==> src/arp_pkg.sv <==
// Shared constants and carrier types for the auto-restart protection sequencer
package arp_pkg;

    // Clock rate and derived timing
    localparam int unsigned CLK_HZ        = 100_000_000;
    localparam int unsigned CLK_PERIOD_NS = 10;
    localparam int unsigned BLANK_TIME_MS = 20;
    localparam int unsigned SPIKE_TIME_US = 30;
    localparam int unsigned OVP_TIME_US   = 120;
    localparam int unsigned EXT_TIME_MS   = 1;
    localparam int unsigned BLANK_CYCLES  = BLANK_TIME_MS * (1_000_000 / CLK_PERIOD_NS);
    localparam int unsigned SPIKE_CYCLES  = SPIKE_TIME_US * (1_000 / CLK_PERIOD_NS);
    localparam int unsigned OVP_CYCLES    = OVP_TIME_US * (1_000 / CLK_PERIOD_NS);
    localparam int unsigned EXT_CYCLES    = EXT_TIME_MS * (1_000_000 / CLK_PERIOD_NS);
    localparam int unsigned CNT_W         = 22;

    // Comparator and sensor flags from the analog front end
    typedef struct packed {
        logic fb_overload;    // Feedback above overload level
        logic extend_high;    // Blanking-extend node above upper level
        logic extend_low;     // Blanking-extend node below external-enable level
        logic ovp_soft;       // Supply above soft-start overvoltage level
        logic ovp_hard;       // Supply above hard overvoltage level
        logic over_temp;      // Junction above shutdown temperature
        logic supply_uv;      // Supply below turn-off threshold
        logic fb_low;         // Feedback held low
        logic soft_start;     // Soft-start phase active
        logic burst_active;   // Burst mode active
    } sense_s;

    // Sequencer states
    typedef enum logic [1:0] {
        ST_RUN,
        ST_RESTART
    } prot_state_e;

endpackage

==> src/auto_restart_protection_control.sv <==
// Protection sequencer: blanking timers, restart decision and gate-drive enable

`timescale 1ns/1ps
`default_nettype none

module auto_restart_protection_control
    import arp_pkg::*;
(
    input  wire logic   clk,              // 100 MHz oscillator clock
    input  wire logic   rst_n,            // Synchronous reset, active low
    input  wire sense_s sense_in,         // Raw comparator and sensor flags
    output logic        gate_enable,      // Gate drive switching allowed
    output logic        blank_clamp_switch, // High while clamp holds extend node
    output logic        startup_cell_on,  // Startup cell enabled
    output logic        restart_active    // In auto-restart mode
);

    // Two-stage synchroniser; first stage is read only by the second
    sense_s sync1_r, sync1_nxt, sync2_r, sync2_nxt;
    always_comb begin
        sync1_nxt = sense_in;
        sync2_nxt = sync1_r;
    end
    always_ff @(posedge clk) begin
        if (!rst_n) begin
            sync1_r <= '0;
            sync2_r <= '0;
        end else begin
            sync1_r <= sync1_nxt;
            sync2_r <= sync2_nxt;
        end
    end

    // Timers and state
    prot_state_e      state_r, state_nxt;
    logic [CNT_W-1:0] blank_cnt_r, blank_cnt_nxt;
    logic [CNT_W-1:0] spike_cnt_r, spike_cnt_nxt;
    logic [CNT_W-1:0] ovp_cnt_r, ovp_cnt_nxt;
    logic [CNT_W-1:0] ext_cnt_r, ext_cnt_nxt;
    logic             blank_done_r, blank_done_nxt;
    logic             gate_r, gate_nxt;
    logic             clamp_r, clamp_nxt;
    logic             restart_r, restart_nxt;
    logic             fault_now;
    logic             and_gate;
    logic             ext_req;
    logic             ovp_hard_ok;

    localparam logic [CNT_W-1:0] BLANK_LAST = CNT_W'(BLANK_CYCLES - 1);
    localparam logic [CNT_W-1:0] SPIKE_LAST = CNT_W'(SPIKE_CYCLES - 1);
    localparam logic [CNT_W-1:0] OVP_LAST   = CNT_W'(OVP_CYCLES - 1);
    localparam logic [CNT_W-1:0] EXT_LAST   = CNT_W'(EXT_CYCLES - 1);

    // Immediate fault terms and the restart gate
    always_comb begin
        ovp_hard_ok = sync2_r.ovp_hard && !sync2_r.burst_active;
        and_gate    = blank_done_r && sync2_r.extend_high;
        // Blanking after startup keeps a slowly settling node from tripping
        ext_req     = sync2_r.extend_low && (ext_cnt_r == EXT_LAST);
        fault_now   = (sync2_r.soft_start && sync2_r.ovp_soft && sync2_r.fb_overload)
                    || (ovp_cnt_r == OVP_LAST)
                    || sync2_r.over_temp
                    || sync2_r.supply_uv
                    || (and_gate && spike_cnt_r == SPIKE_LAST);
    end

    // Next-state logic for timers, clamp and gate drive
    always_comb begin
        state_nxt      = state_r;
        blank_cnt_nxt  = blank_cnt_r;
        spike_cnt_nxt  = '0;
        blank_done_nxt = blank_done_r;
        clamp_nxt      = clamp_r;
        restart_nxt    = restart_r;
        ovp_cnt_nxt    = ovp_hard_ok ? ((ovp_cnt_r == OVP_LAST) ? ovp_cnt_r
                                         : ovp_cnt_r + 1'b1) : '0;
        ext_cnt_nxt    = (ext_cnt_r == EXT_LAST) ? ext_cnt_r : ext_cnt_r + 1'b1;
        gate_nxt       = gate_r;
        case (state_r)
            ST_RUN: begin
                if (sync2_r.fb_overload) begin
                    if (!blank_done_r) begin
                        blank_cnt_nxt = blank_cnt_r + 1'b1;
                        if (blank_cnt_r == BLANK_LAST) begin
                            blank_done_nxt = 1'b1;
                            clamp_nxt      = 1'b0;
                        end
                    end
                    if (and_gate) begin
                        spike_cnt_nxt = (spike_cnt_r == SPIKE_LAST) ? spike_cnt_r
                                        : spike_cnt_r + 1'b1;
                    end
                end else begin
                    blank_cnt_nxt  = '0;
                    blank_done_nxt = 1'b0;
                    clamp_nxt      = 1'b1;
                end
                // Low feedback or external request blocks switching at once
                gate_nxt = !sync2_r.fb_low && !ext_req;
                if (fault_now || ext_req) begin
                    state_nxt   = ST_RESTART;
                    restart_nxt = 1'b1;
                    gate_nxt    = 1'b0;
                end
            end
            ST_RESTART: begin
                // Supply decays off-chip; reset by undervoltage re-runs startup
                gate_nxt       = 1'b0;
                blank_cnt_nxt  = '0;
                blank_done_nxt = 1'b0;
                clamp_nxt      = 1'b1;
                if (sync2_r.soft_start && !fault_now && !ext_req) begin
                    state_nxt   = ST_RUN;
                    restart_nxt = 1'b0;
                end
            end
            default: begin
                state_nxt   = ST_RESTART;
                restart_nxt = 1'b1;
                gate_nxt    = 1'b0;
            end
        endcase
    end

    // State and timer registers; a synchronous reset keeps every path on the one clock
    always_ff @(posedge clk) begin
        if (!rst_n) begin
            state_r      <= ST_RUN;
            blank_cnt_r  <= '0;
            spike_cnt_r  <= '0;
            ovp_cnt_r    <= '0;
            ext_cnt_r    <= '0;
            blank_done_r <= 1'b0;
            gate_r       <= 1'b0;
            clamp_r      <= 1'b1;
            restart_r    <= 1'b0;
        end else begin
            state_r      <= state_nxt;
            blank_cnt_r  <= blank_cnt_nxt;
            spike_cnt_r  <= spike_cnt_nxt;
            ovp_cnt_r    <= ovp_cnt_nxt;
            ext_cnt_r    <= ext_cnt_nxt;
            blank_done_r <= blank_done_nxt;
            gate_r       <= gate_nxt;
            clamp_r      <= clamp_nxt;
            restart_r    <= restart_nxt;
        end
    end

    // Outputs straight from flops
    assign gate_enable        = gate_r;
    assign blank_clamp_switch = clamp_r;
    assign restart_active     = restart_r;
    assign startup_cell_on    = restart_r;

    // Checks
    a_clamp_opens_blank: assert property (@(posedge clk) disable iff (!rst_n)
        (state_r == ST_RUN && sync2_r.fb_overload && !blank_done_r && blank_cnt_r == BLANK_LAST)
        |=> !blank_clamp_switch)
        else $error("clamp did not open at end of blanking");
    a_overload_clears: assert property (@(posedge clk) disable iff (!rst_n)
        (state_r == ST_RUN && !sync2_r.fb_overload) |=> blank_clamp_switch && blank_cnt_r == 0)
        else $error("blanking not cleared after overload went away");
    a_spike_then_restart: assert property (@(posedge clk) disable iff (!rst_n)
        (state_r == ST_RUN && and_gate && spike_cnt_r == SPIKE_LAST) |=> restart_active)
        else $error("no restart after spike blanking");
    a_no_early_restart: assert property (@(posedge clk) disable iff (!rst_n)
        $rose(restart_active) |-> $past(fault_now || ext_req))
        else $error("restart without a cause");
    a_ovp_hard_time: assert property (@(posedge clk) disable iff (!rst_n)
        (ovp_cnt_r == OVP_LAST && state_r == ST_RUN) |=> restart_active)
        else $error("hard overvoltage did not restart");
    a_burst_masks_ovp: assert property (@(posedge clk) disable iff (!rst_n)
        sync2_r.burst_active |=> ovp_cnt_r == 0)
        else $error("overvoltage counted during burst");
    a_temp_restart: assert property (@(posedge clk) disable iff (!rst_n)
        (sync2_r.over_temp && state_r == ST_RUN) |=> restart_active && !gate_enable)
        else $error("overtemperature did not restart");
    a_fb_low_nogate: assert property (@(posedge clk) disable iff (!rst_n)
        sync2_r.fb_low |=> !gate_enable)
        else $error("gate active with feedback low");
    a_ext_blanked: assert property (@(posedge clk) disable iff (!rst_n)
        (ext_cnt_r != EXT_LAST && state_r == ST_RUN && !fault_now) |=> !restart_active)
        else $error("external request not blanked at startup");
    a_uv_startup: assert property (@(posedge clk) disable iff (!rst_n)
        (sync2_r.supply_uv) |=> startup_cell_on)
        else $error("undervoltage did not enable startup cell");
    a_ext_stops_gate: assert property (@(posedge clk) disable iff (!rst_n)
        (ext_req && state_r == ST_RUN) |=> !gate_enable && restart_active)
        else $error("external request did not stop gate drive");
    a_resume_clean: assert property (@(posedge clk) disable iff (!rst_n)
        (state_r == ST_RESTART && sync2_r.soft_start && !fault_now && !ext_req)
        |=> !restart_active && !startup_cell_on)
        else $error("no return to run after clean re-check");

    c_overload_restart: cover property (@(posedge clk) disable iff (!rst_n)
        and_gate && spike_cnt_r == SPIKE_LAST);
    c_ext_restart: cover property (@(posedge clk) disable iff (!rst_n)
        ext_req && state_r == ST_RUN);
    c_resume: cover property (@(posedge clk) disable iff (!rst_n)
        state_r == ST_RESTART && state_nxt == ST_RUN);
    c_ovp_hard: cover property (@(posedge clk) disable iff (!rst_n) ovp_cnt_r == OVP_LAST);

endmodule

`default_nettype wire

==> config.mk <==
export PLATFORM = sky130hd
export DESIGN_NAME = auto_restart_protection_control
export DESIGN_NICKNAME = d
export VERILOG_FILES = /design/src/arp_pkg.sv /design/src/auto_restart_protection_control.sv
export SDC_FILE = /design/constraint.sdc
export NUM_CORES = 1
export LEC_CHECK = 0
export BUFFER_PORTS_ARGS = -buffer_cell sky130_fd_sc_hd__buf_2
export CAP_MARGIN = 5
export CORE_MARGIN = 8
export CORE_UTILIZATION = 45
export DETAILED_ROUTE_END_ITERATION = 8
export RECOVER_POWER = 50
export SYNTH_ARGS = -nofsm -noshare
export SYNTH_HDL_FRONTEND = slang
export SYNTH_SLANG_ARGS = --single-unit
==> constraint.sdc <==
create_clock -name clk -period 1.8 [get_ports clk]
set_input_delay 0.36 -clock clk [delete_from_list [all_inputs] [get_ports clk]]
set_output_delay 0.36 -clock clk [all_outputs]
set_load 0.02 [all_outputs]
==> results by stage <==
Worst hold path:
- The class of the tightest hold or removal check is input port to flip-flop.

Flow run:
- Across the run, the number of max-cap violations was 0.

Worst setup path:
- The data arrival time of the critical path is 2.03 ns.
- The maximum fanout encountered on the critical timing path is 6.
- The critical path in this run is classified as flip-flop to flip-flop.
- The worst register-to-register path ends at spike_cnt_r[18].
- The worst register-to-register path has a setup slack of 0.06 ns.
- The worst setup path is captured at a flip-flop.
- The worst register-to-register path begins at spike_cnt_r[11].
- For the worst flop-to-flop path, the logic depth is 4.
- The critical path launch point type is a flip-flop.
- The capture point of the critical path is spike_cnt_r[18].
- The start point of the critical path is spike_cnt_r[11].
- The data required time at the worst endpoint is 2.08 ns.

CTS:
- The number of hold buffers added after CTS was 0.
- The number of clock sinks is 112.
- The number of clock buffers added by TritonCTS is 9.
- After clock tree synthesis, the clock-pin slew on the worst setup and hold paths is 0.07 ns.
- The H-tree depth is 3.
- The CTS tree is yes.
- The later pin in the worst-skew pair is clocked with a latency of 0.35 ns.
- The number of buffers on the longest clock path is 2.
- The cell at the root of the clock tree is sky130_fd_sc_hd__clkbuf_16.

Layout:
- Cells fill 53.2% of the core in the end.
- Cells with a size suffix above 1 make up 14.1% of the layout.
- The final standard cell count with taps included and fillers excluded is 783.
- The number of nets in the layout is 652.
- From synthesis to final layout, the design area changed by 16.9%.
- The antenna diode count is 0.

Synthesis:
- The area of the mapped netlist is 5150 um^2.
- The async set or reset register ratio after synthesis is 0%.
- The net count after synthesis is 607.
- The synthesized instance count is 591.
- Of the post-synthesis cell area, the dominant cell type holds 43.5%.
- The synthesized design contains 0 enable-type register cells.
- The commonest cells after synthesis are sky130_fd_sc_hd__dfxtp_1, sky130_fd_sc_hd__nor2_1, sky130_fd_sc_hd__nand2_1.
- Sequential elements use 43.5% of the synthesized area.
- The total number of yosys warnings is 0.
- In this run, synthesis produced a sequential element count of 112.
- The synthesized area per cell is 8.72 um^2.
- After synthesis, the cell types taking the most area are sky130_fd_sc_hd__dfxtp_1, sky130_fd_sc_hd__nand4_1, sky130_fd_sc_hd__xnor2_1.
- The largest area contributor in the synthesized netlist is sky130_fd_sc_hd__dfxtp_1.
- The prevailing post-synth register cell is sky130_fd_sc_hd__dfxtp_1.
- The number of different library cells in the post-synthesis netlist is 50.
- Yosys instantiated no cell more often than sky130_fd_sc_hd__dfxtp_1.

Global route:
- The initial antenna violation count is 0.
- Global routing used 15.4% of the available tracks across all layers.
- Global routing finished with a remaining overflow of 0.
- The first global-routing pass estimated 19.1 mm of wire.
- The maximum number of pins on one net before global-route repair is 31.
- The via count of the first global-routing pass was 4066.

Drt:
- Dividing the detail-routed via count by the number of cells gives 5.64.
- The detail route stage leaves a number of antenna-violating nets equal to 0.
- The remaining design rule violation count is 0.
- For this run, the detailed router's first-pass iteration total came to 5.
- The detailed router finished its first iteration with 305 violations.
- The total wirelength of the detailed-routed design is 11.1 mm.
- In the final routed layout, each cell accounts on average for 14.1 um.
- The total number of vias is 4420.

Die:
- From bottom edge to top edge, the die measures 123 um.
- 16 I/O pins were placed.
- Row generation in the floorplan step produced 39 rows.
- Once the floorplan was initialized, standard cells occupied 45.5% of the core.
- In this run the standard cell core region covers 11300 um^2.
- The horizontal extent of the die is 123 um.
- The die footprint is 15100 um^2.

Power:
- The switching part of the total power is 20.2%.
- The cell-internal power is 3.95 mW.
- The maximum vdd drop is 0.780 mV.
- The ratio of total power to cell area is 822 nW/um^2.
- The share of total power in combinational logic is 2.4%.
- In this run, flip-flops and latches consume 50.9% of the power.
- Of the total power, the clock network draws 46.7%.
- The leakage power total is 2.03 nW.
- The switching power total is 1.00 mW.

Timing:
- The worst-margin pin slew is 0.498 ns.
- Setup violations remaining at the end of the flow were counted as 0.
- After layout, the worst path uses 96.8% of the clock period.
- The count of endpoints failing hold in the final timing report was 0.
- Setup repair after global routing could not meet its margin everywhere.
- Static timing analysis puts the maximum clock frequency at 574 MHz.
- The clock arrives with 0.00832 ns of skew.
- For the finished layout, the period the worst path requires is 1.74 ns.
- The max-slew violation count was 0.
- In this run the tightest slew margin relative to its limit is 66.7%.

Run status:
- The run finished with clean final reports.

Placed design:
- During placement, the flow inserted port buffers numbering 15.
- The total placed cells including tap cells is 767.
- The congestion estimate from routability-driven global placement came to 0.834.
- The half-perimeter wire length after detailed placement is 7.76 mm.
[power groups by stage]
stage / clock [mW] / sequential (mW) / combinational, mW
final: 2.31 / 2.52 / 0.117
after global routing: 2.46 / 2.52 / 0.132
after global placement: 0 / 2.58 / 0.120
after detailed placement: 0 / 2.58 / 0.122
after CTS: 2.37 / 2.52 / 0.122
after floorplan: 0 / 2.58 / 0.0652
[repair_timing]
action	in CTS	in global routing
setup buffers	0	1
pin swaps	0	2
hold endpoints to repair	0	0
endpoints found under the setup margin	2	18
gates resized for setup	1	15
[logic make-up after synthesis]
| kind of cell | count (synthesis) | synth area share (%) |
|---|---|---|
| simple gates | 294 | 33.0 |
| fa+ha+maj | 4 | 0.971 |
| mux | 9 | 1.75 |
| xor+xnor | 35 | 5.95 |
| compound gates | 98 | 11.9 |
| buf+inv | 39 | 2.99 |
| flops | 112 | 43.5 |
[through the flow]
step | cell area, um^2 | setup TNS [ns] | worst slack [ns] | total power, mW | hold WS [ns]
global route | 6020 | -0.00654 | -0.00277 | 5.12 | 0.201
global placement | 5640 | -0.0651 | -0.0376 | 2.70 | 0.417
floorplan | 5160 | 0 | 0.0552 | 2.65 | 0.412
finish | 6020 | 0 | 0.0577 | 4.95 | 0.212
CTS | 5990 | 0 | 0.0162 | 5.01 | 0.201
detailed placement | 5640 | -0.0852 | -0.0444 | 2.70 | 0.417
[sequential cells by signal, indices dropped and copies added (netlist names)]
name and count:
blank_clamp_switch 1, sync1_r 10, blank_cnt_r 22, ovp_cnt_r 22
ext_cnt_r 22, blank_done_r 1, gate_enable 1, restart_active 1
spike_cnt_r 22, sync2_r 10
[worst min-delay path by stage]
| stage | start | to | slack [ns] | depth (start not counted) |
|---|---|---|---|---|
| 6_report | sense_in[0] | sync1_r[0] | 0.21 | 2 |
| 5_1_grt | sense_in[5] | sync1_r[5] | 0.20 | 2 |
| 4_1_cts | sense_in[0] | sync1_r[0] | 0.20 | 2 |
| 3_5_place_dp | sync1_r[9] | sync2_r[9] | 0.42 | 1 |
| 3_3_place_gp | sync1_r[9] | sync2_r[9] | 0.42 | 1 |
| 2_1_floorplan | sync1_r[0] | sync2_r[0] | 0.41 | 1 |
[worst max-delay path, cell delays in order, from the launching register on]
cell	delay (ns)
sky130_fd_sc_hd__dfxtp_1	0.38
sky130_fd_sc_hd__nand4_1	0.21
sky130_fd_sc_hd__or4_4	0.57
sky130_fd_sc_hd__or3_1	0.36
sky130_fd_sc_hd__a21oi_1	0.15
[layout by cell type (no fill, tap or decap), types with 17 or more instances in the layout]
cell type,instances
sky130_fd_sc_hd__nand2_1,40
sky130_fd_sc_hd__nor4_1,20
sky130_fd_sc_hd__o21ai_0,22
sky130_fd_sc_hd__and2_1,22
sky130_fd_sc_hd__buf_4,39
sky130_fd_sc_hd__nor2_1,46
sky130_fd_sc_hd__nand4_1,30
sky130_fd_sc_hd__a21oi_1,33
sky130_fd_sc_hd__nand3_1,29
sky130_fd_sc_hd__xnor2_1,21
sky130_fd_sc_hd__dfxtp_1,107
sky130_fd_sc_hd__or4_1,17
[cell type report]
type                            instances  area [um^2]
Clock inverter                          5          104
Timing Repair Buffer                   61          389
Fill cell                            1098         5300
Clock buffer                           10          239
Tap cell                              143          179
Inverter                               12         45.0
Multi-Input combinational cell        440         2820
Sequential cell                       112         2250
[routing by layer]
layer	track usage, %	share of wire, %	vias up
met5	0	0	-
met4	3.91	0.94	0
met3	4.25	2.8	8
met2	24.4	47	45
met1	20.2	50	2085
li1	-	-	2282
Power figures use the tool's default switching activity.
